`config.mk`:
```
export PLATFORM = sky130hd
export DESIGN_NAME = bwcs_top
export DESIGN_NICKNAME = d
export VERILOG_FILES = /design/src/bwcs_pkg.sv /design/src/bwcs_dly_cnt.sv /design/src/bwcs_top.sv
export SDC_FILE = /design/constraint.sdc
export NUM_CORES = 1
export LEC_CHECK = 0
export ABC_AREA = 1
export BUFFER_PORTS_ARGS = -buffer_cell sky130_fd_sc_hd__buf_2
export CORE_UTILIZATION = 48
export DETAILED_ROUTE_END_ITERATION = 6
export PLACE_DENSITY_LB_ADDON = 0.3
export SLEW_MARGIN = 20
export SYNTH_ARGS = -nofsm -noshare
export SYNTH_HDL_FRONTEND = slang
export SYNTH_SLANG_ARGS = --single-unit
```
`constraint.sdc`:
```
create_clock -name mclk -period 1.6 [get_ports mclk]
set_input_delay 0.48 -clock mclk [delete_from_list [all_inputs] [get_ports mclk]]
set_output_delay 0.48 -clock mclk [all_outputs]
set_load 0.01 [all_outputs]
```
`src/bwcs_pkg.sv`:
```
package bwcs_pkg;
  // ****************************************
  // Register offsets
  // ****************************************
  localparam logic [7:0] CLKMD_OFS = 8'h03;
  localparam logic [7:0] WAKEOPT_OFS = 8'h04;
  localparam logic [7:0] STATUS_OFS = 8'h05;
  localparam logic [7:0] XCTL_OFS = 8'h0a;
  // ****************************************
  // Field positions
  // ****************************************
  localparam int XCTL_EN_BIT = 7;
  localparam int XCTL_DRV_LO = 5;
  localparam int CLKMD_HEN_BIT = 4;
  localparam int CLKMD_LEN_BIT = 2;
  localparam int CLKMD_SRC_LO = 0;
  localparam int CLKMD_DIV_LO = 5;
  localparam int WAKEOPT_FAST_BIT = 0;
  // ****************************************
  // Source codes, reset values and address map
  // ****************************************
  localparam logic [1:0] SRC_HRC = 2'h0;
  localparam logic [1:0] SRC_LRC = 2'h1;
  localparam logic [1:0] SRC_XTAL = 2'h2;
  localparam logic [2:0] DIV_RST = 3'h1;
  localparam logic [10:0] RESET_VEC = 11'h000;
  localparam logic [10:0] INT_VEC = 11'h010;
  localparam logic [10:0] SYS_AREA_LO = 11'h7e0;
  // ****************************************
  // Timing counts in low-speed rc periods, strap settle in mclk cycles
  // ****************************************
  localparam int FAST_CNT = 45;
  localparam int NORM_CNT = 3000;
  localparam int STRAP_SETTLE = 3;
  // ****************************************
  // Sequencer states
  // ****************************************
  typedef enum logic [3:0] {
    st_boot = 4'h1,
    st_run = 4'h2,
    st_sleep = 4'h4,
    st_wake = 4'h8
  } bwcs_st_t;
endpackage : bwcs_pkg

```
`src/bwcs_dly_cnt.sv`:
```
`timescale 1ns/1ps
module bwcs_dly_cnt #(
  parameter int CNT_W = 12
) (
  input wire logic mclk,
  input wire logic rstn,
  input wire logic ce,
  input wire logic clr,
  input wire logic tick,
  input wire logic [CNT_W-1:0] limit,
  output logic [CNT_W-1:0] cnt,
  output logic done
);
  typedef struct packed {
    logic [CNT_W-1:0] cnt;
  } bwcs_cnt_t;
  bwcs_cnt_t s_q;
  bwcs_cnt_t s_d;

  generate
    if (CNT_W < 12) begin : g_chk
      $error("bwcs_dly_cnt needs CNT_W of at least 12");
    end
  endgenerate

  assign cnt = s_q.cnt;
  assign done = tick && !clr && (s_q.cnt == limit - {{(CNT_W-1){1'b0}}, 1'b1});

  always_comb begin
    s_d = s_q;
    if (clr || done) begin
      s_d.cnt = '0;
    end else if (tick) begin
      s_d.cnt = s_q.cnt + {{(CNT_W-1){1'b0}}, 1'b1};
    end
  end

  always_ff @(posedge mclk or negedge rstn) begin
    if (!rstn) begin
      s_q <= '0;
    end else if (ce) begin
      s_q <= s_d;
    end
  end
endmodule : bwcs_dly_cnt

```
`src/bwcs_top.sv`:
```
// The placing of the registers and the address-and-strobe port were left to the implementer.
`timescale 1ns/1ps
// Summary of operation
// - Fast wake-up waits 45 slow periods
// - Normal wake-up waits 3000 slow periods
// - Boot holds core 45 or 3000 periods
// - Power-on reset restarts whole boot sequence
// - Core starts fetching at address 0x000
// - Interrupts vector to address 0x10
// - Top 32 words reserved for system
// - Three oscillator enables, independently controlled except the selected source stays on and lrc_en stays on while the core is not running
// - Software picks clock source and divider
// - Both rc oscillators running after boot
module bwcs_top (
  input wire logic mclk,
  input wire logic rstn,
  input wire logic ce,
  input wire logic lrc_clk_in,
  input wire logic boot_fast_pin,
  input wire logic sleep_req,
  input wire logic wake_evt,
  input wire logic int_take,
  input wire logic [10:0] prog_addr,
  input wire logic [7:0] reg_addr,
  input wire logic [7:0] reg_wdata,
  input wire logic reg_wr,
  input wire logic reg_rd,
  output logic [7:0] reg_rdata,
  output logic core_rst_n,
  output logic core_run,
  output logic vec_load,
  output logic [10:0] vec_addr,
  output logic sys_area,
  output logic user_space,
  output logic xtal_en,
  output logic [1:0] xtal_drv,
  output logic hrc_en,
  output logic lrc_en,
  output logic [1:0] clk_src,
  output logic [2:0] clk_div
);
  typedef struct packed {
    bwcs_pkg::bwcs_st_t st;
    logic [2:0] lrc_s;
    logic [1:0] strap_s;
    logic [1:0] cap;
    logic boot_fast;
    logic wake_fast;
    logic xen;
    logic [1:0] xdrv;
    logic hen;
    logic len;
    logic [1:0] src;
    logic [2:0] div;
    logic [7:0] rdata;
    logic vload;
    logic [10:0] vaddr;
  } bwcs_state_t;
  bwcs_state_t s_q;
  bwcs_state_t s_d;

  logic tick;
  logic dly_clr;
  logic dly_done;
  logic [11:0] dly_limit;
  logic [11:0] dly_cnt;
  logic fast_sel;

  // ****************************************
  // Helpers
  // ****************************************
  function automatic logic src_ok(input logic [1:0] s, input logic x, input logic h, input logic l);
    src_ok = (s == bwcs_pkg::SRC_XTAL) ? x : (s == bwcs_pkg::SRC_HRC) ? h : (s == bwcs_pkg::SRC_LRC) ? l : 1'b0;
  endfunction : src_ok

  function automatic logic in_sys(input logic [10:0] a);
    in_sys = (a >= bwcs_pkg::SYS_AREA_LO);
  endfunction : in_sys

  // ****************************************
  // Delay timing
  // ****************************************
  // Third sync flop only feeds the edge detector
  assign tick = s_q.lrc_s[1] && !s_q.lrc_s[2];
  assign fast_sel = (s_q.st == bwcs_pkg::st_boot) ? s_q.boot_fast : s_q.wake_fast;
  // Select boot or wake terminal count
  assign dly_limit = fast_sel ? 12'(bwcs_pkg::FAST_CNT) : 12'(bwcs_pkg::NORM_CNT);
  // Counting waits for the strap to settle
  assign dly_clr = !((s_q.st == bwcs_pkg::st_boot && s_q.cap == 2'(bwcs_pkg::STRAP_SETTLE))
    || s_q.st == bwcs_pkg::st_wake);

  bwcs_dly_cnt #(
    .CNT_W(12)
  ) u_dly (
    .mclk(mclk),
    .rstn(rstn),
    .ce(ce),
    .clr(dly_clr),
    .tick(tick),
    .limit(dly_limit),
    .cnt(dly_cnt),
    .done(dly_done)
  );

  // ****************************************
  // Next state
  // ****************************************
  always_comb begin
    logic wr_ok;
    logic [1:0] nsrc;
    logic nx;
    logic nh;
    logic nl;
    wr_ok = 1'b0;
    nsrc = 2'h0;
    nx = 1'b0;
    nh = 1'b0;
    nl = 1'b0;
    s_d = s_q;
    s_d.lrc_s = {s_q.lrc_s[1:0], lrc_clk_in};
    s_d.strap_s = {s_q.strap_s[0], boot_fast_pin};
    s_d.vload = 1'b0;
    if (s_q.cap != 2'(bwcs_pkg::STRAP_SETTLE)) begin
      s_d.cap = s_q.cap + 2'h1;
      s_d.boot_fast = s_q.strap_s[1];
    end
    case (s_q.st)
      bwcs_pkg::st_boot: begin
        if (dly_done) begin
          s_d.st = bwcs_pkg::st_run;
          s_d.vload = 1'b1;
          s_d.vaddr = bwcs_pkg::RESET_VEC;
        end
      end
      bwcs_pkg::st_run: begin
        if (sleep_req) begin
          s_d.st = bwcs_pkg::st_sleep;
        end else if (int_take) begin
          s_d.vload = 1'b1;
          s_d.vaddr = bwcs_pkg::INT_VEC;
        end
      end
      bwcs_pkg::st_sleep: begin
        if (wake_evt) begin
          s_d.st = bwcs_pkg::st_wake;
        end
      end
      bwcs_pkg::st_wake: begin
        if (dly_done) begin
          s_d.st = bwcs_pkg::st_run;
        end
      end
      default: begin
        s_d.st = bwcs_pkg::st_boot;
      end
    endcase
    // Writes ignored while core is held, so boot ends with rc oscillators on
    wr_ok = reg_wr && (s_q.st != bwcs_pkg::st_boot);
    nx = s_q.xen;
    nh = s_q.hen;
    nl = s_q.len;
    nsrc = s_q.src;
    if (wr_ok && reg_addr == bwcs_pkg::XCTL_OFS) begin
      nx = reg_wdata[bwcs_pkg::XCTL_EN_BIT];
      s_d.xdrv = reg_wdata[bwcs_pkg::XCTL_DRV_LO +: 2];
    end
    if (wr_ok && reg_addr == bwcs_pkg::CLKMD_OFS) begin
      nh = reg_wdata[bwcs_pkg::CLKMD_HEN_BIT];
      nl = reg_wdata[bwcs_pkg::CLKMD_LEN_BIT];
      s_d.div = reg_wdata[bwcs_pkg::CLKMD_DIV_LO +: 3];
      // Refuse switch to a stopped oscillator
      if (src_ok(reg_wdata[bwcs_pkg::CLKMD_SRC_LO +: 2], nx, nh, nl)) begin
        nsrc = reg_wdata[bwcs_pkg::CLKMD_SRC_LO +: 2];
      end
    end
    // Active source cannot be switched off
    if (nsrc == bwcs_pkg::SRC_XTAL) begin
      nx = 1'b1;
    end
    if (nsrc == bwcs_pkg::SRC_HRC) begin
      nh = 1'b1;
    end
    if (nsrc == bwcs_pkg::SRC_LRC) begin
      nl = 1'b1;
    end
    s_d.xen = nx;
    s_d.hen = nh;
    s_d.len = nl;
    s_d.src = nsrc;
    if (wr_ok && reg_addr == bwcs_pkg::WAKEOPT_OFS) begin
      s_d.wake_fast = reg_wdata[bwcs_pkg::WAKEOPT_FAST_BIT];
    end
    s_d.rdata = 8'h00;
    if (reg_rd) begin
      case (reg_addr)
        bwcs_pkg::XCTL_OFS: s_d.rdata = {s_q.xen, s_q.xdrv, 5'h00};
        bwcs_pkg::CLKMD_OFS: s_d.rdata = {s_q.div, s_q.hen, 1'b0, s_q.len, s_q.src};
        bwcs_pkg::WAKEOPT_OFS: s_d.rdata = {7'h00, s_q.wake_fast};
        bwcs_pkg::STATUS_OFS: s_d.rdata = {3'h0, s_q.boot_fast, s_q.st};
        default: s_d.rdata = 8'h00;
      endcase
    end
  end

  // ****************************************
  // State register
  // ****************************************
  always_ff @(posedge mclk or negedge rstn) begin
    if (!rstn) begin
      // Power-on resets all and restarts boot
      s_q <= '0;
      s_q.st <= bwcs_pkg::st_boot;
      // Both rc oscillators on from reset
      s_q.hen <= 1'b1;
      s_q.len <= 1'b1;
      s_q.src <= bwcs_pkg::SRC_HRC;
      s_q.div <= bwcs_pkg::DIV_RST;
    end else if (ce) begin
      s_q <= s_d;
    end
  end

  // ****************************************
  // Outputs
  // ****************************************
  assign reg_rdata = s_q.rdata;
  assign core_rst_n = (s_q.st != bwcs_pkg::st_boot);
  assign core_run = (s_q.st == bwcs_pkg::st_run);
  assign vec_load = s_q.vload;
  assign vec_addr = s_q.vaddr;
  assign sys_area = in_sys(prog_addr);
  assign user_space = !in_sys(prog_addr) && prog_addr != bwcs_pkg::RESET_VEC && prog_addr != bwcs_pkg::INT_VEC;
  assign xtal_en = s_q.xen;
  assign xtal_drv = s_q.xdrv;
  assign hrc_en = s_q.hen;
  // Slow clock kept alive while delays are timed
  assign lrc_en = s_q.len || !core_run;
  assign clk_src = s_q.src;
  assign clk_div = s_q.div;

  // ****************************************
  // Checks
  // ****************************************
  AST_WAKE_FAST: assert property (@(posedge mclk) disable iff (!rstn)
    (ce && s_q.st == bwcs_pkg::st_wake && dly_done && s_q.wake_fast) |-> dly_cnt == 12'd44 ##1 core_run)
    else $error("fast wake count wrong");
  AST_WAKE_NORM: assert property (@(posedge mclk) disable iff (!rstn)
    (ce && s_q.st == bwcs_pkg::st_wake && dly_done && !s_q.wake_fast) |-> dly_cnt == 12'd2999 ##1 core_run)
    else $error("normal wake count wrong");
  AST_BOOT_CNT: assert property (@(posedge mclk) disable iff (!rstn)
    (ce && !core_rst_n && dly_done) |-> dly_cnt == (s_q.boot_fast ? 12'd44 : 12'd2999) ##1 core_rst_n)
    else $error("boot count wrong");
  AST_BOOT_HOLD: assert property (@(posedge mclk) disable iff (!rstn)
    (!core_rst_n && !dly_done) |=> !core_rst_n)
    else $error("core released early");
  AST_RESET_VEC: assert property (@(posedge mclk) disable iff (!rstn)
    $rose(core_rst_n) |-> vec_load && vec_addr == 11'h000)
    else $error("bad reset vector");
  AST_INT_VEC: assert property (@(posedge mclk) disable iff (!rstn)
    (ce && core_run && int_take && !sleep_req) |=> vec_load && vec_addr == 11'h010)
    else $error("bad interrupt vector");
  AST_SYS_AREA: assert property (@(posedge mclk) disable iff (!rstn)
    (prog_addr >= 11'h7e0) |-> sys_area && !user_space)
    else $error("system area decode wrong");
  AST_XTAL_EN: assert property (@(posedge mclk) disable iff (!rstn)
    (ce && core_rst_n && reg_wr && reg_addr == 8'h0a) |=> xtal_en == $past(reg_wdata[7]) || clk_src == 2'h2)
    else $error("crystal enable not taken");
  AST_BOOT_OSC: assert property (@(posedge mclk) disable iff (!rstn)
    $rose(core_rst_n) |-> hrc_en && lrc_en)
    else $error("rc oscillators off after boot");
  AST_SRC_ON: assert property (@(posedge mclk) disable iff (!rstn)
    (clk_src == 2'h2 && xtal_en) || (clk_src == 2'h0 && hrc_en) || (clk_src == 2'h1 && s_q.len))
    else $error("selected oscillator disabled");
endmodule : bwcs_top

```
==> qor.log <==
INFO  floorplanning  design.portCount=71
INFO  clocking       cts.reportedPaths.clkPinSlew=0.09ns
INFO  layout         final_util=64.2%
INFO  global_routing grt_max_degree=28
INFO  timing         report.final.setup_viol=26
INFO  timing         timing.fmax=563MHz
INFO  detailed_routing route.vias.total=2,615
INFO  clocking       cts_buffer_depth=2
INFO  placement      place_hpwl=4740um
INFO  clocking       tritoncts=built
INFO  clocking       ctsRootBufferMaster=sky130_fd_sc_hd__clkbuf_8
INFO  clocking       cts_sinks=45
INFO  worst_setup_path crit_path_top_delay_cell=sky130_fd_sc_hd__dfstp_2
INFO  clocking       clock_buffers_created_by_tritoncts=5
INFO  worst_setup_path crit_path_start_kind=flop
INFO  run_status     failed_checks=setup timing
INFO  worst_setup_path worstPathMaxFanout=2
INFO  power          finalPower=0.00330W
INFO  worst_setup_path critical_path.top_delay_family=flip-flops
INFO  layout         fillCellCount=469
INFO  timing         maxSlewViolCount=0
INFO  floorplanning  fp-row-count=27
INFO  power          power_density=923mW/mm2
INFO  synth          synth.yosys.warnings=0
INFO  synth          ys_types=35
INFO  run_status     run_status=finished with violations
INFO  layout         drive_gt1_share=32.1%
INFO  worst_setup_path cp.required=1.12ns
INFO  clocking       cts_max_level=2
INFO  floorplanning  dieHeight=78.7um
INFO  worst_setup_path crit_buf_inv=3
INFO  power          vdd_ir_drop_max=0.500mV
INFO  timing         finalWorstPathRequiredPeriod=1.78ns
INFO  synth          postSynthRegisterBits=45
INFO  placement      dpl_worst_slack=-0.119ns
INFO  detailed_routing antenna_nets_post_route=0
INFO  global_routing grt_first_pass_wirelength=11,200um
INFO  worst_setup_path crit_arrival=1.30ns
INFO  detailed_routing drt-wirelength-per-cell=12.6um
INFO  synth          netlist_instances=379
INFO  worst_setup_path cp-end-kind=primary output
INFO  timing         period_share=111%
INFO  synth          syn-cell-area=0.00282mm2
INFO  synth          syn-mean-instance-area=7.45um2
INFO  detailed_routing detail_route.drc_violations=0
INFO  floorplanning  coreArea=0.00557mm2
INFO  global_routing grt-ovfl-total=0
INFO  layout         antenna-diode-count=0
INFO  min_path       hold_class=in -> async
INFO  layout         flow.area_growth_from_synthesis=26.8%
INFO  synth          yosys.area.top_type=sky130_fd_sc_hd__dfrtp_1
INFO  detailed_routing drt_wl_total=6680um
INFO  timing         setup_repair_after_global_routing_missed_its_margin=true
INFO  floorplanning  die_area=0.00619mm2
INFO  detailed_routing routed_via_density=4.93
INFO  timing         finalHoldViolations=0
INFO  floorplanning  start_util=50.7%
INFO  clocking       insertion_delay=0.30ns
INFO  worst_setup_path critical_path.most_common_cell=sky130_fd_sc_hd__buf_6
INFO  timing         final.setup_skew=0.00530ns
INFO  synth          ys_seq_area_share=40.1%
INFO  power          p_leak=1.87nW
INFO  run            max_cap_violations=0
INFO  detailed_routing drt_pre_antenna_iters=4
INFO  worst_setup_path crit_type=reg -> out
INFO  global_routing grt_pass1_vias=2,454
INFO  global_routing global_route_usage_over_all_layers=23.0%
INFO  layout         layout.nets=496
INFO  global_routing number_of_antenna_violations_at_the_first_check_in_global_routing=0
INFO  placement      finalWeightedCongestion=0.839
INFO  floorplanning  fp.dieW=78.7um
INFO  detailed_routing drtIter0Drc=193
INFO  worst_setup_path crit_path_cell_trace=inv_2 -> nor2_4 -> nand2_4 -> buf_6 -> buf_6
INFO  synth          synth.area.top_cells=sky130_fd_sc_hd__dfrtp_1 (36%), sky130_fd_sc_hd__nand2_1 (16%), sky130_fd_sc_hd__buf_4 (6.9%)
INFO  timing         worst_slack=-0.175ns
INFO  synth          synth_top_cell_area_share=36.3%
INFO  placement      io_buffer_count=58
INFO  timing         hold-worst-slack=0.125ns
INFO  worst_setup_path critical-path-max-stage-delay=0.55ns
[per-layer routing]
metal | wire (um) | up-vias | GRT usage (%)
met5 | 0 | - | 0
met4 | 111 | 0 | 6.85
met3 | 331 | 12 | 4.83
met2 | 3130 | 71 | 37.5
met1 | 3100 | 1220 | 30.7
li1 | - | 1312 | -
[cell families after synthesis]
kind of cell	synth area share, %
AO/OA/AOI/OAI	6.51
XOR/XNOR	3.10
adder cells (fa/ha/maj)	0.886
buffers and inverters	14.7
flip-flops	40.1
multiplexers	0.399
other	0.133
AND/OR/NAND/NOR	34.2
[report_power, final]
group | switching, W | internal [W] | total (W)
logic | 0.000584 | 0.000460 | 0.00104
clock network | 0.000413 | 0.000508 | 0.000922
registers | 0.0000810 | 0.00126 | 0.00134
total | 0.00108 | 0.00223 | 0.00330
[through the flow]
| step | instances | area [um2] | TNS (ns) |
|---|---|---|---|
| after floorplan | 388 | 2860 | 0 |
| after global placement | 511 | 3200 | -0.445 |
| after detailed placement | 511 | 3200 | -1.11 |
| after CTS | 529 | 3510 | -2.88 |
| after global routing | 530 | 3580 | -5.42 |
| final | 530 | 3580 | -2.60 |
[cell usage after synthesis]
| cell type | n |
|---|---|
| sky130_fd_sc_hd__nor2_1 | 26 |
| sky130_fd_sc_hd__nand4_1 | 2 |
| sky130_fd_sc_hd__a211oi_1 | 1 |
| sky130_fd_sc_hd__nor2_2 | 3 |
| sky130_fd_sc_hd__nand4_2 | 1 |
| sky130_fd_sc_hd__nor2_4 | 4 |
| sky130_fd_sc_hd__nand2_1 | 118 |
| sky130_fd_sc_hd__a31oi_1 | 1 |
| sky130_fd_sc_hd__buf_1 | 2 |
| sky130_fd_sc_hd__a21oi_2 | 1 |
| sky130_fd_sc_hd__a21boi_1 | 1 |
| sky130_fd_sc_hd__clkbuf_1 | 3 |
| sky130_fd_sc_hd__o211ai_1 | 1 |
| sky130_fd_sc_hd__nand2_4 | 4 |
| sky130_fd_sc_hd__a21oi_1 | 4 |
| sky130_fd_sc_hd__nand3_2 | 3 |
| sky130_fd_sc_hd__o21ai_0 | 19 |
| sky130_fd_sc_hd__ha_1 | 2 |
| sky130_fd_sc_hd__nor3_1 | 6 |
| sky130_fd_sc_hd__inv_1 | 44 |
| sky130_fd_sc_hd__buf_4 | 26 |
| sky130_fd_sc_hd__dfrtp_1 | 41 |
| sky130_fd_sc_hd__buf_12 | 1 |
| sky130_fd_sc_hd__nand2_2 | 5 |
| sky130_fd_sc_hd__xor2_1 | 8 |
| sky130_fd_sc_hd__inv_6 | 1 |
| sky130_fd_sc_hd__inv_2 | 2 |
| sky130_fd_sc_hd__conb_1 | 1 |
| sky130_fd_sc_hd__dfstp_2 | 4 |
| sky130_fd_sc_hd__mux2_2 | 1 |
| sky130_fd_sc_hd__nor4_1 | 4 |
| sky130_fd_sc_hd__o22ai_1 | 5 |
| sky130_fd_sc_hd__nor2_8 | 1 |
| sky130_fd_sc_hd__nand3_1 | 31 |
| sky130_fd_sc_hd__xnor2_1 | 2 |
[path summary, 6_finish.rpt]
kind	startpoint	to	slack (ns)	cells after the start
worst min register to register	reg_rdata[5]$_DFFE_PN0P_	reg_rdata[5]$_DFFE_PN0P_	0.48	2
worst max register to register	s_q[39]$_DFFE_PN1P_	s_q[42]$_DFFE_PN0P_	-0.14	13
min in group mclk	lrc_clk_in	s_d[37]$_DFFE_PN0P_	0.38	3
worst max-delay path	s_q[39]$_DFFE_PN1P_	core_rst_n	-0.18	5
worst min-delay path	rstn	clk_src[1]$_DFFE_PN0P_	0.13	1
max in group asynchronous	rstn	u_dly.cnt[10]$_DFFE_PN0P_	0.97	2
[sequential cells by signal, summed over array words and instances, names as in the netlist]
signal and count:
vec_addr 1, reg_rdata 8, hrc_en 1, clk_div 3, vec_load 1, xtal_en 1, u_dly.cnt 12, s_q 11
s_d 3, clk_src 2, xtal_drv 2
[area by class of cell]
class	instances	area (um2)	area share, %
multi-input combinational	264	1420	39.8
sequential	45	1130	31.6
timing repair buffer	94	627	17.5
inverter	47	186	5.21
tap	72	90.1	2.52
clock buffer	6	82.6	2.31
clock inverter	2	37.5	1.05
[layout by cell type, fill, tap and decap left out, types with 6 or more instances in the layout]
cell type,Yosys,layout
sky130_fd_sc_hd__nand2_1,118,113
sky130_fd_sc_hd__buf_2,0,52
sky130_fd_sc_hd__o21ai_0,19,17
sky130_fd_sc_hd__nand3_2,3,6
sky130_fd_sc_hd__buf_6,0,7
sky130_fd_sc_hd__clkbuf_8,0,6
sky130_fd_sc_hd__inv_1,44,43
sky130_fd_sc_hd__nor2_1,26,25
sky130_fd_sc_hd__xor2_1,8,8
sky130_fd_sc_hd__dfrtp_1,41,40
sky130_fd_sc_hd__conb_1,1,10
sky130_fd_sc_hd__buf_4,26,33
sky130_fd_sc_hd__nand3_1,31,27
sky130_fd_sc_hd__nand2_2,5,9
[what timing repair did]
action,CTS,global route
resized for setup,22,13
pin swaps,9,12
hold buffers,0,0
setup buffers,10,1
endpoints found under the setup margin,23,32
No activity file was read; power rests on OpenSTA's default activity.
